$ cat src/design/cpu_clock_pkg.sv
/*
 constants, types and helper functions for the cpu clock mode selector.
 assumes a single 125 MHz system clock; the oscillator reaches the block as a pin.
*/
// Behaviour
// - clock mode comes from latch bits 7..5
// - long hardware reset loads latch from port
// - software reloads latch from control upper half
// - decode eight codes into factors and modes
// - prescaler halves the oscillator frequency
// - prescaler phases each last one oscillator period
// - multiplying codes enable pll, f times oscillator
// - pll resyncs every f-th transition, every 2f-th for fractional f, gradually
// - direct drive follows oscillator, pll off
// - direct drive phase pair spans one period
// - both cpu clock edges flagged as timing units
package cpu_clock_pkg;

   localparam int LATCH_W     = 8;
   localparam int CFG_W       = 3;
   localparam int CFG_MSB     = 7;
   localparam int CFG_LSB     = 5;
   localparam int RCR_W       = 16;
   localparam int RCR_HI_MSB  = 15;
   localparam int RCR_HI_LSB  = 8;
   localparam int PERIOD_W    = 16;
   localparam int ACC_W       = 17;
   localparam int NUM_W       = 4;
   localparam int SMOOTH_SHIFT = 2;

   localparam logic [LATCH_W-1:0]  RESET_CONFIG_DEFAULT = 8'hff;
   localparam logic [PERIOD_W-1:0] PERIOD_MAX           = 16'hffff;

   // clock generation codes, value of the select field
   typedef enum logic [CFG_W-1:0]
   {
      CFG_X2P5   = 3'b000,
      CFG_DIV2   = 3'b001,
      CFG_X1P5   = 3'b010,
      CFG_DIRECT = 3'b011,
      CFG_X5     = 3'b100,
      CFG_X2     = 3'b101,
      CFG_X3     = 3'b110,
      CFG_X4     = 3'b111
   } clock_cfg_t;

   // clock engine state
   typedef enum logic [0:0]
   {
      ST_HOLD = 1'b0,
      ST_RUN  = 1'b1
   } clk_state_t;

   // cpu half periods per oscillator period, i.e. twice the factor, except 2 for the prescaler code
   function automatic logic [NUM_W-1:0] halvesPerOsc(input logic [CFG_W-1:0] cfg);
      logic [NUM_W-1:0] n;
      n = 4'h0;
      case (cfg)
         CFG_X4:   n = 4'h8;
         CFG_X3:   n = 4'h6;
         CFG_X2:   n = 4'h4;
         CFG_X5:   n = 4'ha;
         CFG_X1P5: n = 4'h3;
         CFG_X2P5: n = 4'h5;
         default:  n = 4'h2;
      endcase
      return n;
   endfunction

   // oscillator transitions between two resyncs: the factor, doubled when fractional
   function automatic logic [NUM_W-1:0] syncTransitions(input logic [CFG_W-1:0] cfg);
      logic [NUM_W-1:0] n;
      n = halvesPerOsc(cfg);
      return n[0] ? n : {1'b0, n[NUM_W-1:1]};
   endfunction

endpackage

$ cat src/design/cpu_clock_mode_select.sv
/*
 cpu clock mode selector: holds the reset configuration latch and builds the
 cpu clock from the oscillator by pll multiplication, direct drive or a 2:1
 prescaler, flagging every cpu clock edge.
 assumes the oscillator and port pins are asynchronous to clk, and that
 longHwReset, reloadFromSoftware and resetControlReg come from clk logic.
 the cpu clock is a sampled image on the 125 MHz grid, so its edges carry
 up to one clk period of quantisation.
*/
`timescale 1ns/10ps
module cpu_clock_mode_select
   import cpu_clock_pkg::*;
(
   input  wire logic                clk,
   input  wire logic                rst,
   input  wire logic                longHwReset,
   input  wire logic                reloadFromSoftware,
   input  wire logic [RCR_W-1:0]    resetControlReg,
   input  wire logic [LATCH_W-1:0]  port0UpperByte,
   input  wire logic                oscIn,
   output logic [LATCH_W-1:0]       resetConfigLatch,
   output logic [CFG_W-1:0]         clockGenSelectField,
   output logic                     pllEnable,
   output logic                     directDrive,
   output logic                     prescalerOn,
   output logic                     cpuClk,
   output logic                     cpuRise,
   output logic                     cpuFall,
   output logic [PERIOD_W-1:0]      clockHalfPeriod
);

   logic [LATCH_W-1:0]  portS1_r;
   logic [LATCH_W-1:0]  portS2_r;
   logic                oscS1_r;
   logic                oscS2_r;
   logic                oscS3_r;
   logic                oscRise;
   logic                oscEdge;
   logic [LATCH_W-1:0]  resetConfigLatch_r;
   logic [CFG_W-1:0]    cfg;
   logic [CFG_W-1:0]    cfgPrev_r;
   logic                cfgChanged;
   logic                isPll;
   logic [NUM_W-1:0]    halves;
   logic [NUM_W-1:0]    syncLen;
   logic [PERIOD_W-1:0] periodMeas;
   logic                measValid;
   logic [PERIOD_W-1:0] periodEst_r;
   logic                periodOk_r;
   logic [PERIOD_W:0]   periodDiff;
   logic [PERIOD_W:0]   periodStep;
   logic [PERIOD_W-1:0] periodAdj;
   clk_state_t          state_r;
   clk_state_t          state_nxt;
   logic [ACC_W-1:0]    acc_r;
   logic [ACC_W-1:0]    accSum;
   logic                pllToggle;
   logic [NUM_W-1:0]    edgeCnt_r;
   logic                resync;
   logic                cpuClk_r;
   logic                cpuClk_nxt;
   logic [PERIOD_W-1:0] tclCnt_r;

   // two-stage synchronisers for the port pins and the oscillator
   always_ff @(posedge clk or posedge rst)
   begin
      if (rst)
      begin
         portS1_r <= 8'h00;
         portS2_r <= 8'h00;
         oscS1_r  <= 1'b0;
         oscS2_r  <= 1'b0;
         oscS3_r  <= 1'b0;
      end
      else
      begin
         portS1_r <= port0UpperByte;
         portS2_r <= portS1_r;
         oscS1_r  <= oscIn;
         oscS2_r  <= oscS1_r;
         oscS3_r  <= oscS2_r;
      end
   end

   // oscillator edges seen on the synchronised copy
   assign oscRise = oscS2_r & ~oscS3_r;
   assign oscEdge = oscS2_r ^ oscS3_r;

   // reset configuration latch; a long reset outranks a software reload
   always_ff @(posedge clk or posedge rst)
   begin
      if (rst)
         resetConfigLatch_r <= RESET_CONFIG_DEFAULT;
      else if (longHwReset)
         resetConfigLatch_r <= portS2_r;
      else if (reloadFromSoftware)
         resetConfigLatch_r <= resetControlReg[RCR_HI_MSB:RCR_HI_LSB];
   end

   assign resetConfigLatch    = resetConfigLatch_r;
   assign clockGenSelectField = resetConfigLatch_r[CFG_MSB:CFG_LSB];

   // mode decode from the latched field
   assign cfg     = resetConfigLatch_r[CFG_MSB:CFG_LSB];
   assign isPll   = (cfg != CFG_DIRECT) && (cfg != CFG_DIV2);
   assign halves  = halvesPerOsc(cfg);
   assign syncLen = syncTransitions(cfg);

   // registered mode indications
   always_ff @(posedge clk or posedge rst)
   begin
      if (rst)
      begin
         pllEnable   <= 1'b0;
         directDrive <= 1'b0;
         prescalerOn <= 1'b0;
         cfgPrev_r   <= CFG_X4;
      end
      else
      begin
         pllEnable   <= isPll;
         directDrive <= (cfg == CFG_DIRECT);
         prescalerOn <= (cfg == CFG_DIV2);
         cfgPrev_r   <= cfg;
      end
   end

   assign cfgChanged = (cfg != cfgPrev_r);

   // oscillator period measurement
   osc_period_meter u_meter
   (
      .clk        (clk),
      .rst        (rst),
      .oscRise    (oscRise),
      .periodMeas (periodMeas),
      .measValid  (measValid)
   );

   // smoothed period estimate so the pll output never jumps
   assign periodDiff = {1'b0, periodMeas} - {1'b0, periodEst_r};
   assign periodStep = {{SMOOTH_SHIFT{periodDiff[PERIOD_W]}}, periodDiff[PERIOD_W:SMOOTH_SHIFT]};
   // a small positive error would truncate to zero and leave the estimate short for good
   assign periodAdj  = (periodStep == 17'h00000 && periodDiff != 17'h00000) ? 16'h0001
                                                                            : periodStep[PERIOD_W-1:0];

   always_ff @(posedge clk or posedge rst)
   begin
      if (rst)
      begin
         periodEst_r <= 16'h0000;
         periodOk_r  <= 1'b0;
      end
      else if (measValid)
      begin
         periodOk_r <= 1'b1;
         if (!periodOk_r)
            periodEst_r <= periodMeas;
         else
            periodEst_r <= periodEst_r + periodAdj;
      end
   end

   // engine state: hold after a mode change until pll has a period
   always_comb
   begin
      state_nxt = state_r;
      case (state_r)
         ST_HOLD:
            if (!cfgChanged && (!isPll || periodOk_r))
               state_nxt = ST_RUN;
         ST_RUN:
            if (cfgChanged)
               state_nxt = ST_HOLD;
         default:
            state_nxt = ST_HOLD;
      endcase
   end

   always_ff @(posedge clk or posedge rst)
   begin
      if (rst)
         state_r <= ST_HOLD;
      else
         state_r <= state_nxt;
   end

   // oscillator transition counter marking each resync point
   assign resync = oscEdge && (edgeCnt_r == syncLen - 4'h1);

   always_ff @(posedge clk or posedge rst)
   begin
      if (rst)
         edgeCnt_r <= 4'h0;
      else if (state_r != ST_RUN)
         edgeCnt_r <= 4'h0;
      else if (resync)
         edgeCnt_r <= 4'h0;
      else if (oscEdge)
         edgeCnt_r <= edgeCnt_r + 4'h1;
   end

   // phase accumulator: 2F half periods per oscillator period
   assign accSum    = acc_r + {13'h0000, halves};
   assign pllToggle = (accSum >= {1'b0, periodEst_r});

   always_ff @(posedge clk or posedge rst)
   begin
      if (rst)
         acc_r <= 17'h00000;
      else if (state_r != ST_RUN || !isPll)
         acc_r <= 17'h00000;
      else if (pllToggle)
         acc_r <= accSum - {1'b0, periodEst_r};
      else if (resync)
         acc_r <= accSum - {4'h0, acc_r[ACC_W-1:4]};                      // pull phase a little, no jump
      else
         acc_r <= accSum;
   end

   // cpu clock source selection per mode
   always_comb
   begin
      cpuClk_nxt = cpuClk_r;
      if (state_r == ST_RUN)
      begin
         case (cfg)
            CFG_DIRECT:
               cpuClk_nxt = oscS2_r;
            CFG_DIV2:
               if (oscRise)
                  cpuClk_nxt = ~cpuClk_r;
            default:
               if (pllToggle)
                  cpuClk_nxt = ~cpuClk_r;
         endcase
      end
   end

   always_ff @(posedge clk or posedge rst)
   begin
      if (rst)
         cpuClk_r <= 1'b0;
      else
         cpuClk_r <= cpuClk_nxt;
   end

   assign cpuClk = cpuClk_r;

   // edge flags: each cpu clock edge starts a new half period
   always_ff @(posedge clk or posedge rst)
   begin
      if (rst)
      begin
         cpuRise <= 1'b0;
         cpuFall <= 1'b0;
      end
      else
      begin
         cpuRise <= cpuClk_nxt & ~cpuClk_r;
         cpuFall <= ~cpuClk_nxt & cpuClk_r;
      end
   end

   // length of the last completed half period in clk cycles
   always_ff @(posedge clk or posedge rst)
   begin
      if (rst)
      begin
         tclCnt_r        <= 16'h0000;
         clockHalfPeriod <= 16'h0000;
      end
      else if (cpuClk_nxt != cpuClk_r)
      begin
         tclCnt_r        <= 16'h0000;
         clockHalfPeriod <= tclCnt_r + 16'h0001;
      end
      else if (tclCnt_r != PERIOD_MAX)
         tclCnt_r <= tclCnt_r + 16'h0001;
   end

endmodule

$ cat src/design/osc_period_meter.sv
/*
 measures the oscillator period in system clock cycles, rising edge to rising edge.
 assumes oscRise is a one-cycle pulse already synchronised to clk.
*/
`timescale 1ns/10ps
module osc_period_meter
   import cpu_clock_pkg::*;
(
   input  wire logic                clk,
   input  wire logic                rst,
   input  wire logic                oscRise,
   output logic [PERIOD_W-1:0]      periodMeas,
   output logic                     measValid
);

   logic [PERIOD_W-1:0] cnt_r;
   logic                armed_r;

   // saturating cycle counter, restarted on each rising edge
   always_ff @(posedge clk or posedge rst)
   begin
      if (rst)
         cnt_r <= 16'h0000;
      else if (oscRise)
         cnt_r <= 16'h0001;
      else if (cnt_r != PERIOD_MAX)
         cnt_r <= cnt_r + 16'h0001;
   end

   // first edge only arms; later edges report a full period
   always_ff @(posedge clk or posedge rst)
   begin
      if (rst)
      begin
         armed_r    <= 1'b0;
         periodMeas <= 16'h0000;
         measValid  <= 1'b0;
      end
      else
      begin
         measValid <= oscRise & armed_r;
         if (oscRise)
         begin
            armed_r    <= 1'b1;
            periodMeas <= cnt_r;
         end
      end
   end

endmodule

$ cat config.mk
export PLATFORM = sky130hd
export DESIGN_NAME = cpu_clock_mode_select
export DESIGN_NICKNAME = d
export VERILOG_FILES = /design/src/design/cpu_clock_pkg.sv /design/src/design/cpu_clock_mode_select.sv /design/src/design/osc_period_meter.sv
export SDC_FILE = /design/constraint.sdc
export NUM_CORES = 1
export LEC_CHECK = 0
export BUFFER_PORTS_ARGS = -buffer_cell sky130_fd_sc_hd__buf_2
export CAP_MARGIN = 25
export CORE_UTILIZATION = 45
export CTS_BUF_LIST = sky130_fd_sc_hd__clkbuf_8 sky130_fd_sc_hd__clkbuf_16
export CTS_CLUSTER_SIZE = 12
export DETAILED_ROUTE_END_ITERATION = 10
export GPL_ROUTABILITY_DRIVEN = 0
export PLACE_DENSITY = 0.68
export SETUP_SLACK_MARGIN = 0.2
export SLEW_MARGIN = 25
export SYNTH_ARGS = -nofsm -noshare
export SYNTH_HDL_FRONTEND = slang
export SYNTH_HIERARCHICAL = 1
export SYNTH_SLANG_ARGS = --single-unit
export TNS_END_PERCENT = 100
$ cat constraint.sdc
create_clock -name clk -period 5.4 [get_ports clk]
set_clock_uncertainty 0.1 [all_clocks]
set_input_delay 0.27 -clock clk [delete_from_list [all_inputs] [get_ports clk]]
set_output_delay 0.27 -clock clk [all_outputs]
set_load 0.005 [all_outputs]
After elaboration in Yosys (flattened, before gate mapping):

Index checks and enable logic that the tools add are counted.

* $add $sub $neg: 9
* order comparisons: 1
* equal/unequal tests: 15
* mux-type cells: 23
* bitwise logic cells: 9
* reductions and logical operators: 14

Operator list (number)
* $mux W16: 6
* $mux W17: 3
* $add A16 B1 Y16 const B: 2
* $ne A16 B16 Y1 const B: 2
* $pmux W4 S6: 1
* $add A17 B4 Y17: 1
* $ge A17 B16 Y1: 1
* $logic_not A17 Y1: 1
* $reduce_bool A17 Y1: 1
* $sub A16 B16 Y17: 1
* $sub A17 B13 Y17: 1
* $sub A17 B16 Y17: 1
* $add A16 B16 Y16: 1
* $mux W4: 4
* $mux W8: 2
* $eq A3 B3 Y1 const B: 4
* $eq A3 B2 Y1 const B: 2
* $ne A3 B2 Y1 const B: 2
* $reduce_bool A2 Y1: 3
* $mux W1: 5
* $add A4 B1 Y4 const B: 1
* $and A1 B1 Y1: 4
* $eq A4 B4 Y1: 1
* $logic_and A1 B1 Y1: 4
* other kinds (11): 17

* bits in registers: 141

Longest topological paths before layout:

Gate-level depths: netlist of run 1.

* depth in word-level cells: 9
* gate-level depth with buffers: 24
* gate-level depth less buffers: 22

Hierarchy:

Netlist of run 1, hierarchy kept.

Modules (own cells, without submodules)
* cpu_clock_mode_select: times used 1, cells each 892, area each 7970.1 µm², seq. area each 2691.3 µm²
* osc_period_meter: times used 1, cells each 127, area each 1564.0 µm², seq. area each 850.8 µm²

Worst setup path before layout of run 1:

Ideal clock, no wire load.

* path kind: reg2reg
* start point: register resetConfigLatch_r[5] (netlist: resetConfigLatch[5])
* end point: register clockHalfPeriod[0]
* library setup time: 125 ps
* data arrival time: 5073 ps
* data required time: 5175 ps
* path slack: 102 ps
* stages on the path, launching flop included: 21
* buffers on the path: 3
* clock period less this slack: 5298 ps
* cell sequence: dfstp_2 clkbuf_1 nor2_1 ha_1 fa_1 a21o_1 a21oi_2 xnor2_1 ha_1 nand3_1 o21ai_0 a21oi_1 a21o_1 a21o_1 buf_6 a21boi_0 o211a_1 ha_1 clkinv_1 buf_1 mux2_2

* cells in the longest elaborated chain, start to end: 8
* elaborated cells on any way between the ends: 15
* classes of those cells: add/sub: 1; order compare: 1; eq/ne: 8; mux: 4; reduce/logical: 1

RTL lines
* start, declared: RTL line cpu_clock_mode_select.sv:39 `logic [LATCH_W-1:0] resetConfigLatch_r;`
* start signal, assigned: RTL line cpu_clock_mode_select.sv:95 `resetConfigLatch_r <= portS2_r;`
* start signal, assigned: RTL line cpu_clock_mode_select.sv:97 `resetConfigLatch_r <= resetControlReg[RCR_HI_MSB:RCR_HI_LSB];`
* $eq A3 B2 Y1, or another cell as far along: RTL line cpu_clock_pkg.sv:58 `case (cfg)`
* $pmux W4 S6: RTL line cpu_clock_pkg.sv:58
* $add A17 B4 Y17: RTL line cpu_clock_mode_select.sv:204 `assign accSum = acc_r + {13'h0000, halves};`
* $ge A17 B16 Y1: RTL line cpu_clock_mode_select.sv:205 `assign pllToggle = (accSum >= {1'b0, periodEst_r});`
* $mux W1: RTL line cpu_clock_mode_select.sv:234 `if (pllToggle)`
* $pmux W1 S2 (*): RTL line cpu_clock_mode_select.sv:227 `case (cfg)`
* $mux W1 (*): RTL line cpu_clock_mode_select.sv:225 `if (state_r == ST_RUN)`
* named net cpuClk_nxt: RTL line cpu_clock_mode_select.sv:61 `logic cpuClk_nxt;`
* $ne A1 B1 Y1 (*): RTL line cpu_clock_mode_select.sv:273 `else if (cpuClk_nxt != cpuClk_r)`
* end signal, assigned: RTL line cpu_clock_mode_select.sv:276 `clockHalfPeriod <= tclCnt_r + 16'h0001;`
* end, declared: RTL line cpu_clock_mode_select.sv:29 `output logic [PERIOD_W-1:0] clockHalfPeriod`

Mark *: on every way through the listed nets, which the timed path passes. The rest lies on a longest branch.
A chain may end at the register's enable or synchronous reset.

Worst setup path in the final report of run 1:

* start point: register resetConfigLatch_r[6] (netlist: resetConfigLatch[6])
* end point: register clockHalfPeriod[4]

The elaborated chain is that of the path after synthesis.

==> flow_summary.rst, run 1 <==
.. list-table::
   :header-rows: 1

   * - Metric
     - Value
   * - Result of the run
     - complete, no violations
   * - Layout Nets
     - 1200
   * - Fraction of layout cells with a size suffix above 1
     - 0.193
   * - Crit Path Category
     - reg -> reg
   * - Biggest cell delay along the critical path
     - 0.61 ns
   * - Met1 Routed Length
     - 10.4 mm
   * - Post-route cell area
     - about 11000 µm²
   * - Global-route wire length before repair
     - around 35 mm
   * - Cell count after placement
     - around 1300
   * - Clock share of power
     - 0.227
   * - ANT nets after route
     - 0
   * - Kind of cell adding the most delay to the critical path
     - compound AO/OA/AOI/OAI gates
   * - Netlist area before placement
     - 9530 µm²
   * - Clock transition at the registers of the reported paths
     - ~0.060 ns
   * - Max layer used
     - met4
   * - Share of synthesized area occupied by flip-flops and latches
     - 0.372
   * - Clock sink count
     - between 100 and 150
   * - Post-layout min period
     - 4.97 ns
   * - Average size of a mapped cell
     - roughly 9.4 µm²
   * - H-Tree Level Count
     - 4
   * - Total Power
     - about 5 mW
   * - Leading cell type in the layout, fill and taps excluded
     - sky130_fd_sc_hd__dfrtp_1
   * - Setup slack after placement
     - roughly 0.15 ns
   * - Proportion of power drawn by flip-flops and latches
     - 0.264
   * - Combinational family with the most area after synthesis
     - simple AND/OR/NAND/NOR gates
   * - Synth async-reset ratio
     - 1.00
   * - Met2 wire len
     - around 9.9 mm
   * - Average routed wire per standard cell
     - about 15 µm
   * - HPWL Detailed
     - roughly 15 mm
   * - Overall routed net length
     - roughly 21 mm
   * - Switching Share
     - 0.400
   * - Critical path data arrival time
     - about 5.2 ns
   * - Worst path buffer plus inverter count
     - 3
   * - First drt pass iteration count
     - 5
   * - Internal power
     - between 3 and 4 mW
   * - Synthesized-area fraction occupied by ao, oa, aoi and oai cells
     - 0.171
   * - Critical Path, Cell by Cell
     - inv_1, a21oi_2, ha_1, a211oi_1, nor2_2, o211ai_1, xnor2_2, ha_1, a21o_1, nand3_1, nand2_1, nor4_4, a21o_1, a21boi_0, o211a_1, ha_1, clkinv_1, buf_6, mux2_2
   * - Cell repeated most along the worst path
     - sky130_fd_sc_hd__ha_1
   * - Count of mapped cells out of synthesis
     - just over 1000
   * - Top achievable clock speed
     - about 200 MHz
   * - Clock tree from TritonCTS
     - yes
   * - Root buffer cell
     - sky130_fd_sc_hd__clkbuf_16
   * - Portion of netlist area occupied by mux cells
     - 0.0642
   * - Detailed-route vias per instance
     - 5.46
   * - CP Data Required Time
     - ~5.6 ns
   * - Slew at the pin closest to its max-slew limit
     - 0.779 ns
   * - Chip height
     - roughly 150 µm
   * - Total of warnings raised by yosys
     - 6
   * - Cell area power density
     - approximately 470 nW/µm²
   * - Normalized max-slew margin
     - 0.476
   * - Buffers from clock root to sink, at most
     - 2
   * - Area Overhead vs Synth
     - 15.5%
   * - Die width
     - between 100 and 150 µm
   * - Post-synthesis share of cell area spent on xor and xnor gates
     - 0.0657
   * - Share of the core filled with cells
     - 0.537
   * - Largest net degree at the start of global routing
     - 60
   * - Type of the tightest min-delay check
     - in -> reg
   * - Netlist cell types
     - 78
   * - EDFF count, synth
     - 0
   * - FP Rows
     - between 50 and 60
   * - Final setup slack of the worst path
     - between 0.4 and 0.5 ns
   * - Starting DRT DRC Count
     - between 400 and 500
   * - Maximum fanout encountered on the critical timing path
     - 15
   * - Initial core utilization
     - 0.465
   * - Leading cell types in the layout, fill and taps excluded
     - sky130_fd_sc_hd__dfrtp_1, sky130_fd_sc_hd__nand2_1, sky130_fd_sc_hd__ha_1, sky130_fd_sc_hd__nor2_1, sky130_fd_sc_hd__a21oi_1
   * - Residual DRC count
     - 0
   * - Number of antenna cells inserted
     - 0
   * - Cell Area, Placed
     - ~10000 µm²
   * - Vias in the first global route
     - between 7000 and 8000
   * - Core outline area
     - ~20000 µm²
   * - Area of the die
     - between 20000 and 25000 µm²
   * - Post-synth net total
     - between 1000 and 1500
   * - Aggregate negative setup slack
     - 0 ns
   * - Share of synthesized cell area in and, or, nand and nor gates
     - 0.185
   * - Clock network latency to the later pin of the worst-skew pair
     - 0.43 ns
   * - Setup-violating endpoint count in the final report
     - 0
   * - Yosys top cell area share
     - 0.341
   * - Met3 wire length
     - approximately 500 µm
   * - RSZ-0062 raised after global routing
     - no
   * - Hold Violations, Final
     - 0
   * - Share of total power in combinational logic
     - 0.509
   * - Global routing usage summed across all routing layers
     - 0.201
   * - Crit-path slowest cell
     - sky130_fd_sc_hd__dfstp_2
   * - Period utilisation layout
     - 0.921
   * - Post-synthesis register bit count
     - 141
   * - Most used DFF post-synth
     - sky130_fd_sc_hd__dfrtp_1
   * - Global route total overflow
     - 0
   * - Initial antenna violation count
     - 0
   * - Arithmetic-cell share of the synthesized area counting full adders, half adders and majority gates
     - 0.104
   * - Switching power
     - approximately 2 mW
   * - I/O pin total
     - between 60 and 70
   * - Port Buffer Count
     - 53
   * - CP startpoint kind
     - register
   * - Number of cells in the finished layout apart from fillers
     - 1378
   * - Post-Route Hold Slack
     - 0.0558 ns
   * - Worst setup EP type
     - register
   * - Worst IR drop on VDD
     - about 0.00025 V
   * - Overall via count from detail_route
     - between 7000 and 8000
   * - Number of buffers created by CTS
     - 17
   * - Number of maximum-capacitance violations
     - 0
   * - Cell accounting for the most synthesized area
     - sky130_fd_sc_hd__dfrtp_1
   * - Final Max Tran Viols
     - 0
   * - Static leakage
     - 5.22 nW
   * - Top cells by area in the synthesized netlist
     - sky130_fd_sc_hd__dfrtp_1, sky130_fd_sc_hd__ha_1, sky130_fd_sc_hd__xnor2_1
area by class of cell:
class | instances | area [µm²]
multi-input cells | 789 | 5750
well taps | 270 | 338
clock inverters | 14 | 150
repair buffers | 92 | 587
flip-flops and latches | 141 | 3550
inverters | 54 | 205
fillers | 1838 | 9480
clock buffers | 18 | 439
registers in the layout (all words and copies together) (netlist names), 3 cells and up:
| register | flops |
|---|---|
| u_meter/periodMeas | 16 |
| edgeCnt_r | 4 |
| u_meter/cnt_r | 16 |
| tclCnt_r | 16 |
| portS1_r | 8 |
| clockHalfPeriod | 16 |
| periodEst_r | 16 |
| resetConfigLatch | 8 |
| acc_r | 17 |
| cfgPrev_r | 3 |
| portS2_r | 8 |
worst register-to-register path: cells and delay by family (launching register included):
family | cells | cell delay (ns)
AO/OA/AOI/OAI | 7 | 1.63
XOR/XNOR | 1 | 0.22
adder cells (fa/ha/maj) | 3 | 0.95
buffers and inverters | 3 | 0.38
flip-flops | 1 | 0.61
multiplexers | 1 | 0.35
AND/OR/NAND/NOR | 4 | 0.62
timing repair:
action                                  CTS  global route
hold buffers                             10             0
resized for setup                         2            27
pin swaps                                 0            11
buffers inserted                          0             5
endpoints found under the hold margin    91             0
endpoints found under the setup margin    2            37
path summary, 6_finish.rpt:
check / startpoint / endpoint / slack [ns] / depth (start not counted)
worst min register to register: portS1_r[6]$_DFF_PP0_ / portS2_r[6]$_DFF_PP0_ / 0.25 / 0
worst min-delay path: resetControlReg[10] / resetConfigLatch[2]$_DFFE_PP1P_ / 0.06 / 3
worst max-delay path: resetConfigLatch[6]$_DFFE_PP1P_ / clockHalfPeriod[4]$_DFFE_PP0P_ / 0.43 / 19
max in group asynchronous: rst / periodEst_r[1]$_DFFE_PP0P_ / 3.58 / 4
min in group asynchronous: rst / clockHalfPeriod[4]$_DFFE_PP0P_ / 0.38 / 3
worst max register to register: resetConfigLatch[6]$_DFFE_PP1P_ / clockHalfPeriod[4]$_DFFE_PP0P_ / 0.43 / 19
power by group through the flow:
stage               clock [mW]  combinational (mW)  sequential [mW]
finish                    1.16                2.62             1.36
global route              1.24                2.95             1.38
CTS                       1.19                2.55             1.35
detailed placement           0                2.50             1.37
global placement             0                2.46             1.36
floorplan                    0                1.98             1.33
kinds of logic (layout without fill, tap and decap cells):
logic type               Yosys count  in the layout
AO/OA/AOI/OAI                    253            253
AND/OR/NAND/NOR                  333            333
multiplexers                      57             57
flip-flops                       141            141
buffers and inverters             89            178
XOR/XNOR                          70             70
adder cells (fa/ha/maj)           76             76
routing by layer:
| layer | GRT usage | up-vias |
|---|---|---|
| li1 | - | 3838 |
| met1 | 0.280 | 3577 |
| met2 | 0.322 | 83 |
| met3 | 0.0346 | 25 |
| met4 | 0.0552 | 0 |
| met5 | 0 | - |
synth_stat cells, drive strengths merged, types with 11 or more instances:
library cell and n:
dfrtp 130, nand2 101, ha 71, a21oi 68
nor2 66, o21ai 61, inv 53, xnor2 49
mux2 33, nor3 31, mux2i 24, nand3 24
a21o 23, clkbuf 22, a211oi 21, xor2 20
nor2b 15, nand4 14, buf 13, or3 13
and2 11, dfstp 11, o21a 11, or2 11
(Power assumes the default switching activity.)
==> run 2: changes to the inputs <==
--- a/config.mk
+++ b/config.mk
@@ -7,6 +7,7 @@
 export LEC_CHECK = 0
 export BUFFER_PORTS_ARGS = -buffer_cell sky130_fd_sc_hd__buf_2
 export CAP_MARGIN = 25
+export CORE_ASPECT_RATIO = 1.25
 export CORE_UTILIZATION = 45
 export CTS_BUF_LIST = sky130_fd_sc_hd__clkbuf_8 sky130_fd_sc_hd__clkbuf_16
 export CTS_CLUSTER_SIZE = 12
==> run 2 against run 1 <==
Compared with the run above: via count up 1.5%; maximum frequency up 0.95%; non-clock buffer count up 12; design area up 1.2%; first-iteration DRC count down 33%; worst setup slack better by 0.047 ns; cell count up 1.2%; clock power about the same; clock-buffer cell count down 1; register-to-register slack better by 0.05 ns; critical path type unchanged; largest cell class unchanged; largest power group unchanged.
==> flow_summary.rst, run 2 (synthesized netlist as in run 1, its figures left out) <==
.. list-table::
   :header-rows: 1

   * - Metric
     - Value
   * - RSZ-0062 raised after global routing
     - yes
   * - Number of buffers created by CTS
     - 17 (unchanged)
   * - Result of the run
     - complete, no violations
   * - Area Overhead vs Synth
     - 16.9%
   * - HPWL Detailed
     - 15.9 mm (+3.1%)
   * - Total Power
     - 5.15 mW (+0.26%)
   * - Hold Violations, Final
     - 0 (unchanged)
   * - CP Data Required Time
     - 5.61 ns (about the same)
   * - Cell area power density
     - 462 nW/µm² (-0.90%)
   * - Static leakage
     - 5.31 nW (+1.8%)
   * - Post-Route Hold Slack
     - 0.0362 ns (-0.0196 ns)
   * - Clock transition at the registers of the reported paths
     - 0.06 ns (about the same)
   * - Type of the tightest min-delay check
     - in -> reg
   * - Maximum fanout encountered on the critical timing path
     - 15 (unchanged)
   * - Leading cell types in the layout, fill and taps excluded
     - sky130_fd_sc_hd__dfrtp_1, sky130_fd_sc_hd__nand2_1, sky130_fd_sc_hd__ha_1, sky130_fd_sc_hd__nor2_1, sky130_fd_sc_hd__a21oi_1
   * - Clock network latency to the later pin of the worst-skew pair
     - 0.43 ns (about the same)
   * - I/O pin total
     - 62 (unchanged)
   * - Global routing usage summed across all routing layers
     - 0.203 (+0.00205)
   * - Aggregate negative setup slack
     - 0 ns (unchanged)
   * - Setup slack after placement
     - 0.0433 ns (-0.109 ns)
   * - H-Tree Level Count
     - 4 (unchanged)
   * - Crit Path Category
     - reg -> reg
   * - Period utilisation layout
     - 0.912 (-0.00867)
   * - CP startpoint kind
     - register
   * - First drt pass iteration count
     - 4 (-1)
   * - Die width
     - 132 µm (-10%)
   * - Root buffer cell
     - sky130_fd_sc_hd__clkbuf_16
   * - Initial antenna violation count
     - 0 (unchanged)
   * - Top achievable clock speed
     - 203 MHz (+0.95%)
   * - Average routed wire per standard cell
     - 15.4 µm (+0.84%)
   * - Setup-violating endpoint count in the final report
     - 0 (unchanged)
   * - Chip height
     - 165 µm (+12%)
   * - Layout Nets
     - 1212 (+1.0%)
   * - Port Buffer Count
     - 53 (unchanged)
   * - Overall routed net length
     - 21.5 mm (+2.0%)
   * - Largest net degree at the start of global routing
     - 70 (+17%)
   * - Global-route wire length before repair
     - 35.6 mm (+1.9%)
   * - Final setup slack of the worst path
     - 0.475 ns (+0.0468 ns)
   * - Critical Path, Cell by Cell
     - nor2_1, ha_1, fa_1, a21o_1, a21oi_4, nor2_1, xnor2_2, ha_1, and3_1, nand2_1, nor3_1, buf_4, nor4_4, a21o_1, a21boi_0, o211a_1, ha_4, clkinv_1, buf_6, mux2_2
   * - Initial core utilization
     - 0.458 (-0.00721)
   * - Area of the die
     - 21800 µm² (about the same)
   * - Detailed-route vias per instance
     - 5.48 (+0.35%)
   * - Leading cell type in the layout, fill and taps excluded
     - sky130_fd_sc_hd__dfrtp_1
   * - Number of maximum-capacitance violations
     - 0 (unchanged)
   * - Worst IR drop on VDD
     - 0.000226 V (-11%)
   * - Slew at the pin closest to its max-slew limit
     - 0.829 ns (+0.0495 ns)
   * - ANT nets after route
     - 0 (unchanged)
   * - Reg-to-reg setup timing slack
     - 0.47 ns (+0.05 ns)
   * - Worst setup EP type
     - register
   * - Clock sink count
     - 141 (unchanged)
   * - Global route total overflow
     - 0 (unchanged)
   * - Normalized max-slew margin
     - 0.447 (-0.0291)
   * - Critical path data arrival time
     - 5.14 ns (-0.04 ns)
   * - Largest reg by FF count
     - acc_r
   * - Residual DRC count
     - 0 (unchanged)
   * - Final Max Tran Viols
     - 0 (unchanged)
   * - FP Rows
     - 59 (+13%)
   * - Fraction of layout cells with a size suffix above 1
     - 0.202 (+0.00864)
   * - Post-layout min period
     - 4.93 ns (-0.0468 ns)
   * - Number of flip-flops in the largest register
     - 17 (unchanged)
   * - Overall via count from detail_route
     - 7637 (+1.5%)
   * - Core outline area
     - 20800 µm² (+1.6%)
   * - Biggest cell delay along the critical path
     - 0.60 ns (about the same)
   * - Starting DRT DRC Count
     - 283 (-33%)
   * - Number of antenna cells inserted
     - 0 (unchanged)
   * - Crit-path slowest cell
     - sky130_fd_sc_hd__dfstp_2
   * - Vias in the first global route
     - 7453 (+3.4%)
   * - Buffers from clock root to sink, at most
     - 2 (unchanged)
   * - Clock tree from TritonCTS
     - yes
run 2: cell types whose count changed in the layout (fill, tap and decap cells not counted), moves of 3 or more:
| cell | delta |
|---|---|
| sky130_fd_sc_hd__buf_4 | +12 |
| sky130_fd_sc_hd__ha_4 | +4 |
| sky130_fd_sc_hd__ha_1 | -4 |
| sky130_fd_sc_hd__xnor2_2 | +3 |
| sky130_fd_sc_hd__clkinv_2 | +4 |
| sky130_fd_sc_hd__o21ai_0 | -3 |
| sky130_fd_sc_hd__dfrtp_1 | +3 |
| sky130_fd_sc_hd__xnor2_1 | -3 |
| sky130_fd_sc_hd__o21ai_1 | +5 |
| sky130_fd_sc_hd__dfrtp_2 | -3 |
run 2: layout make-up:
cell class	instances	area, µm²
fill	1849	9680
multi-input combinational	789	5810
sequential	141	3540
timing repair buffer	104	677
clock buffer	17	425
tap	274	343
inverter	54	205
clock inverter	15	136
run 2: repair_timing:
item                                   CTS  global route
hold buffers                            10             0
setup endpoints to repair               26            39
buffers inserted                         2             7
gates cloned                             0             0
endpoints found under the hold margin   81             0
gates resized for setup                  5            31
pin swaps                                4            13
run 2: path summary, 6_finish.rpt:
| path | start | to | cells past startpoint |
|---|---|---|---|
| max reg2reg | resetConfigLatch[7]$_DFFE_PP1P_ | clockHalfPeriod[12]$_DFFE_PP0P_ | 20 |
| min | resetControlReg[9] | resetConfigLatch[1]$_DFFE_PP1P_ | 3 |
| max | resetConfigLatch[7]$_DFFE_PP1P_ | clockHalfPeriod[12]$_DFFE_PP0P_ | 20 |
| min reg2reg | portS1_r[1]$_DFF_PP0_ | portS2_r[1]$_DFF_PP0_ | 0 |
| max in group asynchronous | rst | portS2_r[3]$_DFF_PP0_ | 4 |
| min in group asynchronous | rst | periodEst_r[9]$_DFFE_PP0P_ | 3 |
run 2: per-layer routing:
layer  wire [µm]  global-route usage  vias to the layer above
li1            -                   -                     3867
met1        9620               0.253                     3663
met2       11100               0.364                       77
met3         367              0.0273                       30
met4         345              0.0658                        0
met5           0                   0                        -
run 2: power breakdown:
| group | switching (mW) | internal, mW | leakage (nW) |
|---|---|---|---|
| Sequential | 0.134 | 1.21 | 1.81 |
| Combinational | 1.41 | 1.26 | 3.22 |
| Clock | 0.488 | 0.642 | 0.284 |
| Total | 2.04 | 3.11 | 5.31 |
run 2: worst max-delay path, delay by kind of cell, from the launching register on:
family,cells,cell delay [ns]
xor+xnor,1,0.20
simple gates,6,0.83
compound gates,5,1.08
flops,1,0.60
mux,1,0.28
fa+ha+maj,4,1.28
buf+inv,3,0.40
run 2: stage by stage:
step	std cells	util	instance area (µm²)
floorplan	1019	-	9540
global placement	1343	0.491	10200
detailed placement	1343	0.491	10200
CTS	1387	0.525	10900
global route	1394	0.535	11100
finish	1394	0.535	11100
==> run 3: changes to the inputs <==
--- a/config.mk
+++ b/config.mk
@@ -10,7 +10,7 @@
 export CORE_ASPECT_RATIO = 1.25
 export CORE_UTILIZATION = 45
 export CTS_BUF_LIST = sky130_fd_sc_hd__clkbuf_8 sky130_fd_sc_hd__clkbuf_16
-export CTS_CLUSTER_SIZE = 12
+export CTS_CLUSTER_SIZE = 28
 export DETAILED_ROUTE_END_ITERATION = 10
 export GPL_ROUTABILITY_DRIVEN = 0
 export PLACE_DENSITY = 0.68
@@ -18,6 +18,5 @@
 export SLEW_MARGIN = 25
 export SYNTH_ARGS = -nofsm -noshare
 export SYNTH_HDL_FRONTEND = slang
-export SYNTH_HIERARCHICAL = 1
 export SYNTH_SLANG_ARGS = --single-unit
 export TNS_END_PERCENT = 100
==> constraint.sdc (replaced) <==
create_clock -name clk -period 5.4 [get_ports clk]
set_clock_uncertainty 0.1 [all_clocks]
set_input_delay 0.27 -clock clk [delete_from_list [all_inputs] [get_ports clk]]
set_output_delay 0.27 -clock clk [all_outputs]
set_load 0.1 [all_outputs]
==> run 3 against run 2 <==
Compared with the run above: combinational power increased by 36%; routed wire length increased by 3.1%; worst setup slack worse by 0.25 ns; sequential share of layout area shrank 1.3 points; first-iteration DRC count rose by 27%; largest cell class unchanged.
==> flow_summary.rst, run 3 <==
.. list-table::
   :header-rows: 1

   * - Metric
     - Value
   * - Port Buffer Count
     - 53 (unchanged)
   * - Area Overhead vs Synth
     - 24.4%
   * - Overall routed net length
     - 22.1 mm (+3.1%)
   * - Core outline area
     - 20200 µm² (-2.7%)
   * - Starting DRT DRC Count
     - 360 (+27%)
   * - Post-synthesis register bit count
     - 141 (unchanged)
   * - Yosys top cell area share
     - 0.347 (+0.00615)
   * - Worst setup EP type
     - register
   * - Static leakage
     - 5.55 nW (+4.6%)
   * - Share of the core filled with cells
     - 0.575 (+0.0401)
   * - Top achievable clock speed
     - 193 MHz (-4.8%)
   * - FP Rows
     - 58 (-1.7%)
   * - Worst IR drop on VDD
     - 0.000433 V (+92%)
   * - Slew at the pin closest to its max-slew limit
     - 0.889 ns (+0.0606 ns)
   * - Top-count cell post-synth
     - sky130_fd_sc_hd__dfrtp_1
   * - Largest net degree at the start of global routing
     - 89 (+27%)
   * - Clock network latency to the later pin of the worst-skew pair
     - 0.43 ns (about the same)
   * - Total of warnings raised by yosys
     - 0 (-6)
   * - Leading cell type in the layout, fill and taps excluded
     - sky130_fd_sc_hd__dfrtp_1
   * - Residual DRC count
     - 0 (unchanged)
   * - Chip height
     - 163 µm (-0.88%)
   * - Cell Area, Placed
     - 10400 µm² (+2.0%)
   * - Post-Route Hold Slack
     - 0.0352 ns (-0.000992 ns)
   * - Post-route cell area
     - 11600 µm² (+4.5%)
   * - Biggest cell delay along the critical path
     - 0.56 ns (-0.04 ns)
   * - Period utilisation layout
     - 0.958 (+0.0459)
   * - Netlist cell types
     - 71 (-9.0%)
   * - Overall via count from detail_route
     - 7672 (+0.46%)
   * - RSZ-0062 raised after global routing
     - yes
   * - HPWL Detailed
     - 15.5 mm (-2.7%)
   * - Top post-synthesis cells by count
     - sky130_fd_sc_hd__dfrtp_1, sky130_fd_sc_hd__nor2_1, sky130_fd_sc_hd__nand2_1
   * - Setup slack after placement
     - -0.0704 ns (-0.114 ns)
   * - Buffers from clock root to sink, at most
     - 2 (unchanged)
   * - Result of the run
     - complete, no violations
   * - Die width
     - 131 µm (-0.88%)
   * - Fraction of layout cells with a size suffix above 1
     - 0.241 (+0.0391)
   * - Crit-path slowest cell
     - sky130_fd_sc_hd__or4_4
   * - Clock sink count
     - 141 (unchanged)
   * - Number of cells in the finished layout apart from fillers
     - 1420 (+1.9%)
   * - Total Power
     - 6.16 mW (+20%)
   * - Top cells by area in the synthesized netlist
     - sky130_fd_sc_hd__dfrtp_1, sky130_fd_sc_hd__ha_1, sky130_fd_sc_hd__xnor2_1
   * - Critical path data arrival time
     - 5.43 ns (+0.29 ns)
   * - Vias in the first global route
     - 7431 (-0.30%)
   * - Initial core utilization
     - 0.463 (+0.00456)
   * - I/O pin total
     - 62 (unchanged)
   * - Crit Path Category
     - reg -> reg
   * - Clock transition at the registers of the reported paths
     - 0.06 ns (about the same)
   * - First drt pass iteration count
     - 5 (+1)
   * - Detailed-route vias per instance
     - 5.40 (-1.4%)
   * - Final Max Tran Viols
     - 0 (unchanged)
   * - Number of antenna cells inserted
     - 0 (unchanged)
   * - Netlist area before placement
     - 9370 µm² (-1.8%)
   * - Setup-violating endpoint count in the final report
     - 0 (unchanged)
   * - Initial antenna violation count
     - 0 (unchanged)
   * - Filler Cells Inserted
     - 1676 (-9.4%)
   * - Aggregate negative setup slack
     - 0 ns (unchanged)
   * - Clock tree from TritonCTS
     - yes
   * - Multi-input combinational cell area
     - 5850 µm² (+0.56%)
   * - Layout Nets
     - 1242 (+2.5%)
   * - Post-synth net total
     - 1108 (-1.4%)
   * - Depth of the worst register-to-register path
     - 30 (+50%)
   * - Root buffer cell
     - sky130_fd_sc_hd__clkbuf_16
   * - CP Data Required Time
     - 5.65 ns (+0.04 ns)
   * - Leading cell types in the layout, fill and taps excluded
     - sky130_fd_sc_hd__dfrtp_1, sky130_fd_sc_hd__nor2_1, sky130_fd_sc_hd__nand2_1, sky130_fd_sc_hd__buf_4, sky130_fd_sc_hd__ha_1
   * - Normalized max-slew margin
     - 0.407 (-0.0404)
   * - Average routed wire per standard cell
     - 15.6 µm (+1.2%)
   * - Area of the die
     - 21400 µm² (-1.8%)
   * - Post-layout min period
     - 5.17 ns (+0.248 ns)
   * - EDFF count, synth
     - 0 (unchanged)
   * - Cell count after placement
     - 1353 (+0.74%)
   * - Share of synthesized area occupied by flip-flops and latches
     - 0.378 (+0.00670)
   * - Synth async-reset ratio
     - 1.00 (unchanged)
   * - Type of the tightest min-delay check
     - in -> reg
   * - Number of buffers created by CTS
     - 17 (unchanged)
   * - Most used DFF post-synth
     - sky130_fd_sc_hd__dfrtp_1
   * - ANT nets after route
     - 0 (unchanged)
   * - Maximum fanout encountered on the critical timing path
     - 3 (-12)
   * - Number of maximum-capacitance violations
     - 0 (unchanged)
   * - Global-route wire length before repair
     - 35.2 mm (-1.0%)
   * - CP startpoint kind
     - register
   * - Largest reg by FF count
     - acc_r
   * - Global route total overflow
     - 0 (unchanged)
   * - Cell repeated most along the worst path
     - sky130_fd_sc_hd__buf_6
   * - Global routing usage summed across all routing layers
     - 0.212 (+0.00909)
   * - Cell accounting for the most synthesized area
     - sky130_fd_sc_hd__dfrtp_1
   * - Average size of a mapped cell
     - 9.34 µm² (-0.20%)
   * - Final setup slack of the worst path
     - 0.227 ns (-0.248 ns)
   * - Cell area power density
     - 529 nW/µm² (+14%)
   * - Count of mapped cells out of synthesis
     - 1003 (-1.6%)
   * - Number of cells on the worst hold path
     - 3 (unchanged)
   * - Number of flip-flops in the largest register
     - 17 (unchanged)
   * - Hold Violations, Final
     - 0 (unchanged)
   * - H-Tree Level Count
     - 4 (unchanged)
   * - Area taken by flip-flops and latches
     - 3550 µm² (+0.32%)
[run 3: critical path: cells and delay by family, from the launching register on]
kind / cells / cell delay (ns)
and+or+nand+nor: 4 / 0.88
AOI/OAI and AO/OA: 9 / 1.66
buffers and inverters: 14 / 1.33
adders and majority gates: 3 / 0.72
DFF: 1 / 0.40
[run 3: cells by family after synthesis]
logic type	synth area share
muxes	0.0691
buffers and inverters	0.0407
and+or+nand+nor	0.170
DFF	0.378
adders and majority gates	0.106
AOI/OAI and AO/OA	0.163
xor gates and xnor gates	0.0729
[run 3: final cells by class]
cell class | count | area share
well taps | 270 | 0.0290
flip-flops and latches | 141 | 0.305
inverters | 62 | 0.0206
clock buffers | 20 | 0.0401
multi-input cells | 768 | 0.502
repair buffers | 147 | 0.0925
clock inverters | 12 | 0.0110
[run 3: layer usage]
| layer | GRT usage | part of all wire | vias up |
|---|---|---|---|
| met1 | 0.253 | 0.43 | 3678 |
| met2 | 0.378 | 0.52 | 90 |
| met3 | 0.0301 | 0.020 | 27 |
| met4 | 0.0867 | 0.024 | 0 |
| li1 | - | - | 3877 |
| met5 | 0 | 0 | - |
[run 3: worst paths after layout]
| check | from | end | slack (ns) |
|---|---|---|---|
| hold reg to reg | portS1_r[4]$_DFF_PP0_ | portS2_r[4]$_DFF_PP0_ | 0.25 |
| hold / removal | resetControlReg[8] | resetConfigLatch[0]$_DFFE_PP1P_ | 0.04 |
| setup reg to reg | periodEst_r[1]$_DFFE_PP0P_ | periodEst_r[4]$_DFFE_PP0P_ | 0.23 |
| min in group asynchronous | rst | clockHalfPeriod[11]$_DFFE_PP0P_ | 0.48 |
| max in group asynchronous | rst | clockHalfPeriod[13]$_DFFE_PP0P_ | 3.51 |
| setup / recovery | periodEst_r[1]$_DFFE_PP0P_ | periodEst_r[4]$_DFFE_PP0P_ | 0.23 |
[run 3: power by group]
part	leakage (nW)	switching, mW	total, mW	internal [mW]
Sequential	1.80	0.121	1.34	1.22
Clock	0.289	0.495	1.18	0.684
Combinational	3.47	1.96	3.64	1.68
Total	5.55	2.58	6.16	3.59
[run 3: repair_timing]
action	in CTS	in global routing
setup endpoints to repair	11	40
hold endpoints to repair	85	0
resized for setup	14	46
cloned	0	3
hold buffers	10	0
pin swaps	10	34
buffers inserted	12	10
